### config.mk
export PLATFORM = sky130hd
export DESIGN_NAME = wfi_clock_stop
export DESIGN_NICKNAME = d
export VERILOG_FILES = /design/src/hdl/wfi_pkg.sv /design/src/hdl/wfi_quiet_monitor.sv /design/src/hdl/wfi_clock_stop.sv
export SDC_FILE = /design/constraint.sdc
export NUM_CORES = 1
export LEC_CHECK = 0
export BUFFER_PORTS_ARGS = -buffer_cell sky130_fd_sc_hd__buf_2
export CAP_MARGIN = 25
export CORE_ASPECT_RATIO = 0.75
export CORE_MARGIN = 1
export CORE_UTILIZATION = 50
export CTS_CLUSTER_SIZE = 20
export DETAILED_ROUTE_END_ITERATION = 8
export PLACE_DENSITY = 0.72
export SLEW_MARGIN = 20
export SYNTH_ARGS = -nofsm -noshare
export SYNTH_HDL_FRONTEND = slang
export SYNTH_HIERARCHICAL = 1
export SYNTH_SLANG_ARGS = --single-unit
### constraint.sdc
create_clock -name CLOCK_I -period 3 [get_ports CLOCK_I]
set_clock_uncertainty 0.05 [all_clocks]
set_input_delay 0.3 -clock CLOCK_I [delete_from_list [all_inputs] [get_ports CLOCK_I]]
set_output_delay 0.3 -clock CLOCK_I [all_outputs]
set_load 0.02 [all_outputs]
### src/hdl/wfi_pkg.sv
// constants and carrier types for the wait-for-interrupt clock-stop block
package wfi_pkg;

    // register byte offsets on the AHB-Lite slave
    localparam logic [7:0] CTRL_OFS = 8'h00;
    localparam logic [7:0] CP_CMD_OFS = 8'h04;
    localparam logic [7:0] STATUS_OFS = 8'h08;
    localparam logic [7:0] WAKE_CAUSE_OFS = 8'h0c;
    localparam logic [7:0] ENTRY_COUNT_OFS = 8'h10;
    localparam logic [7:0] IDLE_CYCLES_OFS = 8'h14;
    localparam logic [7:0] ID_OFS = 8'h18;
    localparam int ADDR_DEC_W = 8;

    // control register fields
    localparam int CTRL_WFI_ENABLE_BIT = 0;
    localparam int CTRL_HALT_REQ_BIT = 1;
    localparam logic [1:0] CTRL_RESET = 2'h1;

    // coprocessor command word layout
    localparam int CMD_CRM_LSB = 0;
    localparam int CMD_CRN_LSB = 4;
    localparam int CMD_OP2_LSB = 8;
    localparam int CMD_OP1_LSB = 11;

    // the wait-for-interrupt operation: register c7, secondary c0, opcode 4
    localparam logic [3:0] WFI_CRN = 4'h7;
    localparam logic [3:0] WFI_CRM = 4'h0;
    localparam logic [2:0] WFI_OP2 = 3'h4;
    localparam logic [2:0] WFI_OP1 = 3'h0;

    // status register fields
    localparam int STATUS_FLAG_BIT = 0;
    localparam int STATUS_STATE_LSB = 1;
    localparam int STATUS_GRANT_BIT = 3;
    localparam int STATUS_QUIET_BIT = 4;

    // wake cause register width
    localparam int CAUSE_W = 4;

    // clock cycles counted after idle is seen at both bus edges, before the memory system counts as quiet
    localparam logic [1:0] QUIET_SETTLE = 2'h2;

    // arbitrary identification value
    localparam logic [31:0] BLOCK_ID = 32'h0000_5a01;

    localparam logic [1:0] HTRANS_NONSEQ = 2'h2;
    localparam logic [1:0] HTRANS_SEQ = 2'h3;

    typedef enum logic [1:0] {
        ST_RUN,
        ST_DRAIN,
        ST_STANDBY,
        ST_WAKE
    } wfi_state_t;

    typedef struct packed {
        logic [2:0] op1;
        logic [2:0] op2;
        logic [3:0] crn;
        logic [3:0] crm;
    } cp_cmd_t;

    typedef struct packed {
        logic halt_bit;
        logic ext_debug;
        logic fast_int;
        logic normal_int;
    } wake_cause_t;

    typedef struct packed {
        logic wb_empty;
        logic mem_idle;
        logic tcm_idle;
        logic cop_idle;
    } activity_t;

endpackage

### src/hdl/wfi_quiet_monitor.sv
// judges when write buffers and memory interfaces have gone quiet
`timescale 1ns/1ns
`default_nettype none
module wfi_quiet_monitor
    import wfi_pkg::*;
(
    input wire logic clk_i,
    input wire logic srst_i,
    input wire logic arm_i,
    input wire activity_t act_i,
    input wire logic dbus_en_i,
    input wire logic ibus_en_i,
    output logic quiet_o
);

    logic all_idle;
    logic dseen_r;
    logic iseen_r;
    logic [1:0] settle_r;

    // buffers must be empty as well as the interfaces idle
    assign all_idle = act_i.wb_empty & act_i.mem_idle & act_i.tcm_idle & act_i.cop_idle;

    // idle must be seen at a bus clock edge, since a slow bus finishes only there
    always_ff @(posedge clk_i) begin
        if (srst_i || !arm_i || !all_idle) begin
            dseen_r <= 1'b0;
            iseen_r <= 1'b0;
        end else begin
            if (dbus_en_i) begin
                dseen_r <= 1'b1;
            end
            if (ibus_en_i) begin
                iseen_r <= 1'b1;
            end
        end
    end

    always_ff @(posedge clk_i) begin
        if (srst_i || !arm_i || !all_idle) begin
            settle_r <= 2'h0;
        end else if (dseen_r && iseen_r && settle_r != QUIET_SETTLE) begin
            settle_r <= settle_r + 2'h1;
        end
    end

    always_ff @(posedge clk_i) begin
        if (srst_i) begin
            quiet_o <= 1'b0;
        end else begin
            quiet_o <= arm_i & all_idle & (settle_r == QUIET_SETTLE);
        end
    end

endmodule
`default_nettype wire

### src/hdl/wfi_clock_stop.sv
// wait-for-interrupt controller: entry, drain, standby flag and wake-up
`timescale 1ns/1ns
`default_nettype none
module wfi_clock_stop
    import wfi_pkg::*;
(
    input wire logic CLOCK_I,
    input wire logic SRST_I,
    // AHB-Lite register slave
    input wire logic HSEL_I,
    input wire logic [31:0] HADDR_I,
    input wire logic [1:0] HTRANS_I,
    input wire logic HWRITE_I,
    input wire logic [2:0] HSIZE_I,
    input wire logic [31:0] HWDATA_I,
    input wire logic HREADY_I,
    output logic [31:0] HRDATA_O,
    output logic HREADYOUT_O,
    output logic HRESP_O,
    // wake sources and the JTAG clock enable, synchronous to CLOCK_I
    input wire logic NORMAL_INTERRUPT_N_I,
    input wire logic FAST_INTERRUPT_N_I,
    input wire logic EXT_DEBUG_REQUEST_I,
    input wire logic JTAG_CLOCK_ENABLE_I,
    // memory system activity
    input wire logic WRITE_BUFFERS_EMPTY_I,
    input wire logic MEM_IDLE_I,
    input wire logic TCM_IDLE_I,
    input wire logic COPROC_IDLE_I,
    input wire logic DATA_BUS_CLOCK_ENABLE_I,
    input wire logic INSTR_BUS_CLOCK_ENABLE_I,
    // power and clock control
    output logic LOW_POWER_IDLE_FLAG_O,
    output logic ACCESS_GRANT_O,
    output logic CORE_CLOCK_ENABLE_O,
    output logic DEBUG_CLOCK_ENABLE_O
);

    wfi_state_t state_r;
    wfi_state_t state_nxt;

    logic [1:0] ctrl_r;
    wake_cause_t cause_r;
    wake_cause_t wake_now;
    logic [31:0] entry_count_r;
    logic [31:0] idle_cycles_r;
    logic flag_r;
    logic grant_r;
    logic core_en_r;
    logic quiet;
    logic idle_now;
    logic wake_any;
    logic wfi_cmd;
    activity_t act;
    cp_cmd_t cmd;

    // AHB address-phase capture
    logic wr_pend_r;
    logic [ADDR_DEC_W-1:0] wr_addr_r;
    logic [31:0] rdata_r;
    logic addr_phase;
    logic [ADDR_DEC_W-1:0] dec_addr;
    logic [31:0] read_mux;
    logic cause_clr;
    logic [CAUSE_W-1:0] cause_clr_mask;

    // bus slave: zero wait states, always OKAY
    // unmapped offsets read zero and drop their writes

    assign addr_phase = HSEL_I & HREADY_I & (HTRANS_I == HTRANS_NONSEQ || HTRANS_I == HTRANS_SEQ);
    assign dec_addr = HADDR_I[ADDR_DEC_W-1:0];
    assign HREADYOUT_O = 1'b1;
    assign HRESP_O = 1'b0;
    assign HRDATA_O = rdata_r;

    always_ff @(posedge CLOCK_I) begin
        if (SRST_I) begin
            wr_pend_r <= 1'b0;
            wr_addr_r <= '0;
        end else if (HREADY_I) begin
            wr_pend_r <= addr_phase & HWRITE_I;
            wr_addr_r <= dec_addr;
        end
    end

    always_comb begin
        read_mux = 32'h0000_0000;
        if (dec_addr == CTRL_OFS) begin
            read_mux[1:0] = ctrl_r;
        end else if (dec_addr == STATUS_OFS) begin
            read_mux[STATUS_FLAG_BIT] = flag_r;
            read_mux[STATUS_STATE_LSB +: 2] = state_r;
            read_mux[STATUS_GRANT_BIT] = grant_r;
            read_mux[STATUS_QUIET_BIT] = quiet;
        end else if (dec_addr == WAKE_CAUSE_OFS) begin
            read_mux[CAUSE_W-1:0] = cause_r;
        end else if (dec_addr == ENTRY_COUNT_OFS) begin
            read_mux = entry_count_r;
        end else if (dec_addr == IDLE_CYCLES_OFS) begin
            read_mux = idle_cycles_r;
        end else if (dec_addr == ID_OFS) begin
            read_mux = BLOCK_ID;
        end else begin
            read_mux = 32'h0000_0000;
        end
    end

    // read data is loaded at the address phase so it stands in the data phase
    always_ff @(posedge CLOCK_I) begin
        if (SRST_I) begin
            rdata_r <= 32'h0000_0000;
        end else if (addr_phase && !HWRITE_I) begin
            rdata_r <= read_mux;
        end
    end

    // control register: entry enable and the debugger halt request bit
    always_ff @(posedge CLOCK_I) begin
        if (SRST_I) begin
            ctrl_r <= CTRL_RESET;
        end else if (wr_pend_r && wr_addr_r == CTRL_OFS) begin
            ctrl_r <= HWDATA_I[1:0];
        end
    end

    // the coprocessor command write carries the operation fields
    assign cmd.crm = HWDATA_I[CMD_CRM_LSB +: 4];
    assign cmd.crn = HWDATA_I[CMD_CRN_LSB +: 4];
    assign cmd.op2 = HWDATA_I[CMD_OP2_LSB +: 3];
    assign cmd.op1 = HWDATA_I[CMD_OP1_LSB +: 3];
    assign wfi_cmd = wr_pend_r && wr_addr_r == CP_CMD_OFS && ctrl_r[CTRL_WFI_ENABLE_BIT]
                     && cmd.crn == WFI_CRN && cmd.crm == WFI_CRM
                     && cmd.op2 == WFI_OP2 && cmd.op1 == WFI_OP1;

    // wake sources
    // halt bit is a level: left set, it ends every later wait at once

    // inputs are taken as synchronous; asynchronous lines are synchronised outside
    assign wake_now.normal_int = ~NORMAL_INTERRUPT_N_I;
    assign wake_now.fast_int = ~FAST_INTERRUPT_N_I;
    assign wake_now.ext_debug = EXT_DEBUG_REQUEST_I;
    assign wake_now.halt_bit = ctrl_r[CTRL_HALT_REQ_BIT];
    assign wake_any = |wake_now;

    // quiescence
    // quiet lags the inputs a cycle, so entry also wants them idle now

    assign act.wb_empty = WRITE_BUFFERS_EMPTY_I;
    assign act.mem_idle = MEM_IDLE_I;
    assign act.tcm_idle = TCM_IDLE_I;
    assign act.cop_idle = COPROC_IDLE_I;
    assign idle_now = act.wb_empty & act.mem_idle & act.tcm_idle & act.cop_idle;

    wfi_quiet_monitor u_quiet (
        .clk_i(CLOCK_I),
        .srst_i(SRST_I),
        .arm_i(state_r == ST_DRAIN),
        .act_i(act),
        .dbus_en_i(DATA_BUS_CLOCK_ENABLE_I),
        .ibus_en_i(INSTR_BUS_CLOCK_ENABLE_I),
        .quiet_o(quiet)
    );

    // state machine
    // standby has no timeout: only a wake source ends it

    always_comb begin
        state_nxt = state_r;
        case (state_r)
            ST_RUN: begin
                if (wfi_cmd) begin
                    state_nxt = ST_DRAIN;
                end
            end
            ST_DRAIN: begin
                // a wake arriving during the drain cancels the wait outright
                if (wake_any) begin
                    state_nxt = ST_RUN;
                end else if (quiet && idle_now) begin
                    state_nxt = ST_STANDBY;
                end
            end
            ST_STANDBY: begin
                if (wake_any) begin
                    state_nxt = ST_WAKE;
                end
            end
            ST_WAKE: begin
                state_nxt = ST_RUN;
            end
            default: begin
                state_nxt = ST_RUN;
            end
        endcase
    end

    always_ff @(posedge CLOCK_I) begin
        if (SRST_I) begin
            state_r <= ST_RUN;
        end else begin
            state_r <= state_nxt;
        end
    end

    // flag rises on entry and falls one cycle after the wake is sampled
    always_ff @(posedge CLOCK_I) begin
        if (SRST_I) begin
            flag_r <= 1'b0;
        end else if (state_r == ST_DRAIN && state_nxt == ST_STANDBY) begin
            flag_r <= 1'b1;
        end else if (state_r == ST_WAKE) begin
            flag_r <= 1'b0;
        end
    end

    // grant is withheld from the drain until one cycle after the flag falls
    always_ff @(posedge CLOCK_I) begin
        if (SRST_I) begin
            grant_r <= 1'b1;
        end else if (state_nxt == ST_DRAIN || state_r == ST_DRAIN) begin
            grant_r <= 1'b0;
        end else begin
            grant_r <= state_r == ST_RUN && !flag_r;
        end
    end

    always_ff @(posedge CLOCK_I) begin
        if (SRST_I) begin
            core_en_r <= 1'b1;
        end else begin
            core_en_r <= !(state_nxt == ST_STANDBY);
        end
    end

    // bookkeeping visible to software
    // counters are writable so software can restart a measurement

    assign cause_clr = wr_pend_r && wr_addr_r == WAKE_CAUSE_OFS;
    assign cause_clr_mask = cause_clr ? HWDATA_I[CAUSE_W-1:0] : '0;

    // write-one-to-clear; a cause recorded in the same cycle survives the clear
    always_ff @(posedge CLOCK_I) begin
        if (SRST_I) begin
            cause_r <= '0;
        end else if (state_r == ST_STANDBY && wake_any) begin
            cause_r <= (cause_r & ~cause_clr_mask) | wake_now;
        end else begin
            cause_r <= cause_r & ~cause_clr_mask;
        end
    end

    always_ff @(posedge CLOCK_I) begin
        if (SRST_I) begin
            entry_count_r <= 32'h0000_0000;
        end else if (wr_pend_r && wr_addr_r == ENTRY_COUNT_OFS) begin
            entry_count_r <= HWDATA_I;
        end else if (state_r == ST_DRAIN && state_nxt == ST_STANDBY) begin
            entry_count_r <= entry_count_r + 32'h0000_0001;
        end
    end

    // counts only while the flag is high, so it measures gated time
    always_ff @(posedge CLOCK_I) begin
        if (SRST_I) begin
            idle_cycles_r <= 32'h0000_0000;
        end else if (wr_pend_r && wr_addr_r == IDLE_CYCLES_OFS) begin
            idle_cycles_r <= HWDATA_I;
        end else if (flag_r) begin
            idle_cycles_r <= idle_cycles_r + 32'h0000_0001;
        end
    end

    // outputs

    assign LOW_POWER_IDLE_FLAG_O = flag_r;
    assign ACCESS_GRANT_O = grant_r;
    assign CORE_CLOCK_ENABLE_O = core_en_r;
    // combinational so the debug path keeps its phase with the returned test clock
    assign DEBUG_CLOCK_ENABLE_O = core_en_r | JTAG_CLOCK_ENABLE_I;

endmodule
`default_nettype wire

==> metrics.md, run 1 <==
| Metric | Value |
|---|---|
| Fin crit share | `0.7862` |
| Fraction of the mapped netlist area in simple logic gates | `0.2689` |
| Met2 usage | `0.4349` |
| Setup ws final | `around 640 ps` |
| CTS tree | `built` |
| Final instance area | `7301 µm²` |
| First-pass GRT wire length | `~28000 µm` |
| Reg2reg start | `entry_count_r[2]` |
| Core ar. | `11830 µm²` |
| Vias per inst | `roughly 6` |
| Startpoint Class | `flop` |
| Initial antenna violation count | `0` |
| Netlist Area Pre-Place | `roughly 6200 µm²` |
| Synth Flop Type | `dfxtp_1` |
| GR peak layer | `met2` |
| Root Driver | `clkbuf_16` |
| Rel. slew slack | `0.5453` |
| Leakage power | `around 2.7 nW` |
| Cell total after placement | `950` |
| CTS clk-pin slew, worst paths | `~50 ps` |
| Final wirelength | `approximately 18000 µm` |
| Detailed Place HPWL | `roughly 12000 µm` |
| Worst-Margin Slew | `roughly 680 ps` |
| YS warnings | `6` |
| # port buffers | `a little over 90` |
| Fin Hold WS | `approximately 41 ps` |
| Switching part of the total | `0.2206` |
| Initial core utilization | `0.5233` |
| Deepest clock path buffer count | `2` |
| DRC | `0` |
| Num CTS Buffers | `17` |
| Clk pwr share | `0.525` |
| Largest net degree at the start of global routing | `65` |
| Worst EP required | `approximately 3300 ps` |
| # diodes | `0` |
| Crit path to | `entry_count_r[31]` |
| Worst R2R Path Depth | `5` |
| Pwr Density | `between 500 and 600 nW/µm²` |
| Final core area utilization | `0.6173` |
| Crit Path Class | `reg -> reg` |
| Worst EP arrival | `~2600 ps` |
| Post-CTS Resized | `0` |
| Largest family of logic cells by synthesized area | `simple AND/OR/NAND/NOR gates` |
| Worst Hold Class | `in -> reg` |
| Clock sink total | `between 100 and 150` |
| Post-layout nets | `approximately 890` |
| Crit Path Max Fanout | `9` |
| Hold Fails Final Rpt | `0` |
| Post-synth EDFFs | `0` |
| Net Switching | `between 800 and 900 µW` |
| Worst vdd ir | `around 0.51 mV` |
| Crit end category | `flop` |
| Setup Viol. Count Final | `0` |
| Drt wl/cell | `around 18 µm` |
| Initial DRC count | `about 600` |
| Cell variety after synth | `58` |
| Slew Limit Fails | `0` |
| Post-synth ARST share | `0` |
| Int Pwr | `~3 mW` |
| Seq pwr share | `0.433` |
| Setup TNS | `0 ps` |
| Chip height | `about 100 µm` |
| # Max-Cap Violations | `0` |
| Register area share after synthesis | `0.3914` |
| Detailed Routing Iterations Pass 1 | `5` |
| CTS H-Tree Depth | `4` |
| Total global routing overflow | `0` |
| Die area | `between 10000 and 15000 µm²` |
| Flop2flop setup slack | `between 600 and 700 ps` |
| RSZ-0062 raised after global routing | `no` |
| Mux cell area share after synthesis | `0.02588` |
| Synth Area in XOR/XNOR | `0.07784` |
| Cell Count, Final, Fillers Out | `about 1000` |
| Area grow syn2layout | `17.97%` |
| Post-synthesis compound-gate area fraction | `0.1870` |
| Leading cell type in the layout, fill and taps excluded | `dfxtp_1` |
| Routed Antenna Nets | `0` |
| Post-synthesis register bit count | `121` |
| Syn Inst Count | `736` |
| Syn nets | `between 800 and 900` |
| Placed Instance Area | `6735 µm²` |
| GPL Wtd Cong | `0.8939` |
| Fmax | `424.0 MHz` |
| Vias in the first global route | `~5600` |
| Setup bufs post-CTS | `0` |
| Via count | `about 5900` |
| Hold_buf cts | `0` |
| GRT Overall Usage | `0.2868` |
| Global routing met1 resource utilization | `0.4135` |
| Met3 usage | `0.04986` |
| Status | `finished clean` |
| Gate power share | `0.043` |
| Cell Rows | `34` |
| Most frequent cells in the layout | `dfxtp_1 (121), nor2_1 (114), buf_2 (90)` |
| Share of cells above drive strength 1 | `0.1780` |
| Reg2Reg Capture Point | `entry_count_r[31]` |
| Die Wd | `between 100 and 150 µm` |
| IO Pins | `around 120` |
| Final worst path period need | `2359 ps` |
| Synth Area in Adders | `0.006066` |
| Syn Area/Cell | `between 8 and 9 µm²` |
| Pre-CTS setup slack | `roughly 640 ps` |
| Overall Power | `3.755 mW` |
| Worst-Skew Late Latency | `a little over 400 ps` |
| CP startpoint | `entry_count_r[2]` |
[worst max-delay path, cell delays in order, from the launching register on]
cell	delay, ps
dfxtp_1	440
nand3_1	390
nor4_4	480
nand2_1	180
or4_1	480
a311oi_1	260
[worst min-delay path by stage]
stage                                         from              end  cells after the start
after CTS                 INSTR_BUS_CLOCK_ENABLE_I  u_quiet/iseen_r                      2
final                     INSTR_BUS_CLOCK_ENABLE_I  u_quiet/iseen_r                      2
after detailed placement               HRDATA_O[2]      HRDATA_O[2]                      2
after floorplan            DATA_BUS_CLOCK_ENABLE_I  u_quiet/dseen_r                      1
after global placement                 HRDATA_O[1]      HRDATA_O[1]                      2
after global routing      INSTR_BUS_CLOCK_ENABLE_I  u_quiet/iseen_r                      2
[routing by layer]
metal	share of wire	vias up	routed length, µm
met2	0.44	254	7762
li1	-	2831	-
met3	0.079	18	1382
met1	0.47	2809	8231
met5	0	-	0
met4	0.012	0	206
[layout make-up]
cell class	instances	area (µm²)
Inverter	16	60.06
Multi-Input combinational cell	550	3517
Fill cell	1084	4526
Timing Repair Buffer	101	533.0
Clock inverter	9	97.59
Tap cell	162	202.7
Sequential cell	121	2422
Clock buffer	23	467.9
[power groups by stage]
stage,registers [mW],logic (mW),clock network (mW)
final,1.62,0.160,1.97
after global routing,1.62,0.172,2.06
after CTS,1.62,0.157,1.99
after detailed placement,1.66,0.156,0
after global placement,1.66,0.153,0
after floorplan,1.66,0.0800,0
[flip-flops by register name (all words and copies together), names as in the netlist, 2 cells and up]
name,cells
idle_cycles_r,32
u_quiet/settle_r,2
entry_count_r,32
cause_r,4
state_r,2
ctrl_r,2
wr_addr_r,8
HRDATA_O,32
[logic make-up after synthesis]
group / count (synthesis)
xor+xnor: 55
flops: 121
simple gates: 315
other cells: 2
compound gates: 159
fa+ha+maj: 3
buf+inv: 65
mux: 16
[cells in the mapped netlist, drive strengths merged, types with 4 or more instances]
cell type / instances / area share
nor4: 13 / 0.024
and4: 9 / 0.013
a22oi: 23 / 0.028
dfxtp: 121 / 0.39
nand4: 25 / 0.028
nand2: 47 / 0.029
nor2: 114 / 0.069
clkbuf: 42 / 0.025
or3: 4 / 0.0040
xor2: 24 / 0.034
nor4b: 5 / 0.0081
nor3: 21 / 0.017
o31ai: 5 / 0.0061
inv: 16 / 0.0097
and3: 5 / 0.0051
nand3: 35 / 0.028
or4: 8 / 0.0097
xnor2: 31 / 0.044
mux2i: 16 / 0.026
a311oi: 8 / 0.011
a211oi: 55 / 0.067
and2: 6 / 0.0065
buf: 7 / 0.0065
nand2b: 9 / 0.0091
a21oi: 17 / 0.014
a22o: 23 / 0.033
o21ai: 14 / 0.011
(Power assumes the default switching activity.)
==> run 2: changes to the inputs <==
--- a/config.mk
+++ b/config.mk
@@ -12,7 +12,7 @@
 export CORE_UTILIZATION = 50
 export CTS_CLUSTER_SIZE = 20
 export DETAILED_ROUTE_END_ITERATION = 8
-export PLACE_DENSITY = 0.72
+export PLACE_DENSITY = 0.75
 export SLEW_MARGIN = 20
 export SYNTH_ARGS = -nofsm -noshare
 export SYNTH_HDL_FRONTEND = slang
==> constraint.sdc (replaced) <==
create_clock -name CLOCK_I -period 2.03 [get_ports CLOCK_I]
set_clock_uncertainty 0.05 [all_clocks]
set_input_delay 0.203 -clock CLOCK_I [delete_from_list [all_inputs] [get_ports CLOCK_I]]
set_output_delay 0.203 -clock CLOCK_I [all_outputs]
set_load 0.02 [all_outputs]
==> metrics.md, run 2 (synthesis results as in run 1) <==
| Metric | Value |
|---|---|
| Largest net degree at the start of global routing | `65` |
| Final wirelength | `just under 20000 µm` |
| Initial antenna violation count | `0` |
| Worst-Margin Slew | `roughly 670 ps` |
| Met2 usage | `0.4624` |
| Worst vdd ir | `roughly 0.57 mV` |
| Rel. slew slack | `0.5553` |
| Crit path to | `idle_cycles_r[27]` |
| Worst EP required | `approximately 2300 ps` |
| # port buffers | `~90` |
| CTS clk-pin slew, worst paths | `about 60 ps` |
| Root Driver | `clkbuf_16` |
| Setup Viol. Count Final | `7` |
| Worst EP arrival | `around 2400 ps` |
| Met3 usage | `0.05205` |
| Chip height | `between 90 and 100 µm` |
| Share of cells above drive strength 1 | `0.2784` |
| # Max-Cap Violations | `0` |
| Fmax | `483.1 MHz` |
| CP startpoint | `idle_cycles_r[10]` |
| Crit end category | `flop` |
| Routed Antenna Nets | `0` |
| Final worst path period need | `around 2100 ps` |
| GR peak layer | `met2` |
| Worst Hold Class | `in -> reg` |
| Deepest clock path buffer count | `2` |
| Num CTS Buffers | `17` |
| IO Pins | `approximately 120` |
| Detailed Routing Iterations Pass 1 | `6` |
| Global routing met1 resource utilization | `0.4175` |
| Hold Fails Final Rpt | `0` |
| Pwr Density | `751.9 nW/µm²` |
| Setup ws final | `-39.82 ps` |
| Leakage power | `roughly 3.2 nW` |
| Flop2flop setup slack | `-40 ps` |
| Slew Limit Fails | `0` |
| CTS tree | `built` |
| Core ar. | `between 10000 and 15000 µm²` |
| Reg2reg start | `idle_cycles_r[10]` |
| Drt wl/cell | `approximately 18 µm` |
| Initial DRC count | `778` |
| CTS H-Tree Depth | `4` |
| GRT Overall Usage | `0.2991` |
| Startpoint Class | `flop` |
| Final instance area | `just over 8000 µm²` |
| Area grow syn2layout | `31.80%` |
| Initial core utilization | `0.5233` |
| Fin crit share | `1.020` |
| Status | `finished, violations left` |
| Crit Path Max Fanout | `10` |
| Clock sink total | `121` |
| Worst R2R Path Depth | `6` |
| Die Wd | `approximately 130 µm` |
| DRC | `0` |
| Placed Instance Area | `just over 7000 µm²` |
| First-pass GRT wire length | `roughly 30000 µm` |
| Leading cell type in the layout, fill and taps excluded | `nor2_1` |
| Failing checks | `negative setup slack` |
| Vias in the first global route | `5858` |
| GPL Wtd Cong | `0.8947` |
| Cell Rows | `34` |
| Die area | `12830 µm²` |
| Via count | `between 6000 and 7000` |
| RSZ-0062 raised after global routing | `yes` |
| # diodes | `0` |
| Most frequent cells in the layout | `nor2_1 (114), dfxtp_1 (113), buf_2 (90)` |
| Worst-Skew Late Latency | `between 400 and 500 ps` |
| Reg2Reg Capture Point | `idle_cycles_r[27]` |
| Detailed Place HPWL | `13000 µm` |
| Crit Path Class | `reg -> reg` |
| Vias per inst | `6.097` |
| Total global routing overflow | `0` |
| Overall Power | `6.133 mW` |
| Post-layout nets | `about 950` |
-- run 2: worst max-delay path, cell delays in order (launching register included) --
cell and delay (ps):
dfxtp_2 330, nand4_2 150, or4_4 580, buf_8 170
nor4_2 330, xnor2_1 120, a211oi_1 240
-- run 2: worst min-delay path by stage --
stage / start / cells past startpoint / end / slack (ps)
2_1_floorplan: DATA_BUS_CLOCK_ENABLE_I / 1 / u_quiet/dseen_r / 260
3_3_place_gp: INSTR_BUS_CLOCK_ENABLE_I / 2 / u_quiet/iseen_r / 350
3_5_place_dp: INSTR_BUS_CLOCK_ENABLE_I / 2 / u_quiet/iseen_r / 350
4_1_cts: HADDR_I[5] / 3 / wr_addr_r[5] / 6
5_1_grt: HADDR_I[5] / 3 / wr_addr_r[5] / 20
6_report: HADDR_I[5] / 3 / wr_addr_r[5] / 10
-- run 2: per-stage QoR --
step | setup slack (ps) | TNS (ps) | instances | utilization | hold WS, ps
2_1_floorplan | 6.152 | 0 | 736 | - | 263.2
3_3_place_gp | -139.5 | -528.9 | 1006 | 0.6072 | 351.6
3_5_place_dp | -225.2 | -877.0 | 1006 | 0.6072 | 352.9
4_1_cts | -51.04 | -132.5 | 1041 | 0.6711 | 5.684
5_1_grt | -92.84 | -878.8 | 1042 | 0.6897 | 19.39
6_report | -39.82 | -135.9 | 1042 | 0.6897 | 11.01
-- run 2: routing by layer --
metal,part of all wire,wire length (µm)
met4,0.022,424
met1,0.45,8640
met5,0,0
met2,0.45,8583
met3,0.082,1586
-- run 2: cell type report --
cell class / count / area (µm²)
Multi-Input combinational cell: 550 / 3754
Fill cell: 925 / 3670
Sequential cell: 121 / 2432
Timing Repair Buffer: 161 / 1031
Clock buffer: 20 / 456.7
Clock inverter: 12 / 220.2
Tap cell: 162 / 202.7
Inverter: 16 / 60.06
-- run 2: power breakdown --
group	total [mW]	internal, mW	switching (mW)
sequential	2.40	2.39	0.0102
combinational	0.258	0.0911	0.167
clock	3.48	2.36	1.11
-- run 2: repair_timing --
item / 4_1_cts / 5_1_grt
buffers inserted: 0 / 1
gates resized for setup: 10 / 45
pin swaps: 1 / 15
hold buffers: 3 / 0
endpoints found under the setup margin: 13 / 32
endpoints found under the hold margin: 3 / 0
==> run 3: changes to the inputs <==
--- a/config.mk
+++ b/config.mk
@@ -12,7 +12,7 @@
 export CORE_UTILIZATION = 50
 export CTS_CLUSTER_SIZE = 20
 export DETAILED_ROUTE_END_ITERATION = 8
-export PLACE_DENSITY = 0.75
+export PLACE_DENSITY = 0.72
 export SLEW_MARGIN = 20
 export SYNTH_ARGS = -nofsm -noshare
 export SYNTH_HDL_FRONTEND = slang
==> constraint.sdc (replaced) <==
create_clock -name CLOCK_I -period 2.19 [get_ports CLOCK_I]
set_clock_uncertainty 0.05 [all_clocks]
set_input_delay 0.219 -clock CLOCK_I [delete_from_list [all_inputs] [get_ports CLOCK_I]]
set_output_delay 0.219 -clock CLOCK_I [all_outputs]
set_load 0.02 [all_outputs]
==> metrics.md, run 3 (synthesis results as in run 1) <==
| Metric | Value |
|---|---|
| Status | `finished clean` |
| # Max-Cap Violations | `0` |
| Slew Limit Fails | `0` |
| RSZ-0062 raised after global routing | `yes` |
| CTS H-Tree Depth | `4` |
| Die Wd | `~130 µm` |
| Gate power share | `0.043` |
| Final instance area | `7784 µm²` |
| Area grow syn2layout | `25.78%` |
| Chip height | `approximately 98 µm` |
| Worst R2R Path Depth | `6` |
| GRT Overall Usage | `0.2986` |
| Crit path to | `entry_count_r[28]` |
| Seq pwr share | `0.404` |
| Crit end category | `flop` |
| Placed Instance Area | `7008 µm²` |
| Net Switching | `around 1.2 mW` |
| Leading cell type in the layout, fill and taps excluded | `dfxtp_1` |
| Worst-Margin Slew | `600.2 ps` |
| Cell total after placement | `between 900 and 1000` |
| Fmax | `465.1 MHz` |
| Die area | `approximately 13000 µm²` |
| Largest net degree at the start of global routing | `65` |
| Int Pwr | `about 4.3 mW` |
| # port buffers | `slightly above 90` |
| Flop2flop setup slack | `approximately 40 ps` |
| Hold Fails Final Rpt | `0` |
| Worst vdd ir | `between 0.5 and 0.6 mV` |
| Cell Rows | `34` |
| CTS clk-pin slew, worst paths | `60 ps` |
| Final worst path period need | `about 2200 ps` |
| Root Driver | `clkbuf_16` |
| Final core area utilization | `0.6582` |
| Crit Path Class | `reg -> reg` |
| Most frequent cells in the layout | `dfxtp_1 (117), nor2_1 (114), buf_2 (90)` |
| Pwr Density | `roughly 710 nW/µm²` |
| Routed Antenna Nets | `0` |
| Deepest clock path buffer count | `2` |
| Reg2Reg Capture Point | `entry_count_r[28]` |
| Via count | `around 6200` |
| Reg2reg start | `ctrl_r[1]` |
| Setup Viol. Count Final | `0` |
| Worst Hold Class | `in -> reg` |
| Num CTS Buffers | `17` |
| Initial antenna violation count | `0` |
| Worst EP required | `roughly 2500 ps` |
| Clock sink total | `around 120` |
| Initial DRC count | `about 510` |
| Vias in the first global route | `5803` |
| Hold Crit Depth | `3` |
| CP startpoint | `ctrl_r[1]` |
| CTS tree | `built` |
| Clk pwr share | `0.553` |
| Setup bufs post-CTS | `0` |
| Core ar. | `11830 µm²` |
| Startpoint Class | `flop` |
| Detailed Place HPWL | `about 13000 µm` |
| Setup ws final | `slightly below 40 ps` |
| IO Pins | `roughly 120` |
| Final wirelength | `18430 µm` |
| Vias per inst | `approximately 6.1` |
| Leakage power | `2.970 nW` |
| Total global routing overflow | `0` |
| Switching part of the total | `0.2212` |
| DRC | `0` |
| Cell Count, Final, Fillers Out | `1018` |
| Setup TNS | `0 ps` |
| Worst EP arrival | `around 2400 ps` |
| GPL Wtd Cong | `roughly 0.9` |
| First-pass GRT wire length | `just under 30000 µm` |
| Drt wl/cell | `approximately 18 µm` |
| Fin crit share | `0.9818` |
| Initial core utilization | `0.5233` |
| Rel. slew slack | `0.5999` |
| Detailed Routing Iterations Pass 1 | `5` |
| Share of cells above drive strength 1 | `0.2325` |
| Worst-Skew Late Latency | `approximately 430 ps` |
| Pre-CTS setup slack | `-119.3 ps` |
| Crit Path Max Fanout | `5` |
| # diodes | `0` |
| Post-layout nets | `930` |
## run 3: changes by cell type in the layout (fill, tap and decap cells not counted), sizes merged
| cell | before | now |
|---|---|---|
| clkinvlp | 1 | 2 |
| clkinv | 5 | 4 |
| bufinv | 6 | 4 |
| buf | 158 | 134 |
| inv | 16 | 17 |
| clkbuf | 20 | 21 |
## run 3: area by class of cell
cell class	count	area (µm²)
Fill cell	988	4043
Multi-Input combinational cell	550	3620
Sequential cell	121	2427
Timing Repair Buffer	137	835.8
Clock buffer	21	470.5
Tap cell	162	202.7
Clock inverter	11	167.7
Inverter	16	60.06
## run 3: routing by layer
metal  share of wire  up-vias  global-route usage
met4           0.022        0              0.1247
met3           0.092       42             0.07616
met1            0.45     2941              0.4177
li1                -     2911                   -
met2            0.44      320              0.4341
met5               0        -                   0
## run 3: how the worst min path moves through the flow
stage,startpoint,end,slack (ps)
global placement,INSTR_BUS_CLOCK_ENABLE_I,u_quiet/iseen_r,370
finish,HADDR_I[6],wr_addr_r[6],20
floorplan,DATA_BUS_CLOCK_ENABLE_I,u_quiet/dseen_r,280
global route,HADDR_I[6],wr_addr_r[6],30
CTS,HADDR_I[6],wr_addr_r[6],20
detailed placement,DATA_BUS_CLOCK_ENABLE_I,u_quiet/dseen_r,370
## run 3: critical path, cell delays in order, from the launching register on
cell and delay (ps):
dfxtp_1 360, nand4bb_4 270, nor4_4 270, buf_4 160, nand2_1 100, or4_1 550, a311oi_2 280
## run 3: per-stage QoR
step / power (mW) / hold slack (ps)
after global routing: 5.662 / 31.88
after detailed placement: 2.493 / 372.4
after global placement: 2.487 / 367.5
final: 5.507 / 23.16
after floorplan: 2.378 / 279.2
after CTS: 5.512 / 17.55
## run 3: power groups by stage
| stage | Clock [mW] | Sequential, mW | Combinational [mW] |
|---|---|---|---|
| final | 3.05 | 2.22 | 0.236 |
| after global routing | 3.19 | 2.22 | 0.252 |
| after CTS | 3.06 | 2.22 | 0.229 |
| after detailed placement | 0 | 2.27 | 0.222 |
| after global placement | 0 | 2.27 | 0.217 |
| after floorplan | 0 | 2.27 | 0.110 |
## run 3: what timing repair did
| item | 4_1_cts | 5_1_grt |
|---|---|---|
| resized for setup | 2 | 19 |
| hold buffers | 3 | 0 |
| hold endpoints to repair | 3 | 0 |
| pin swaps | 1 | 3 |
| endpoints found under the setup margin | 5 | 17 |
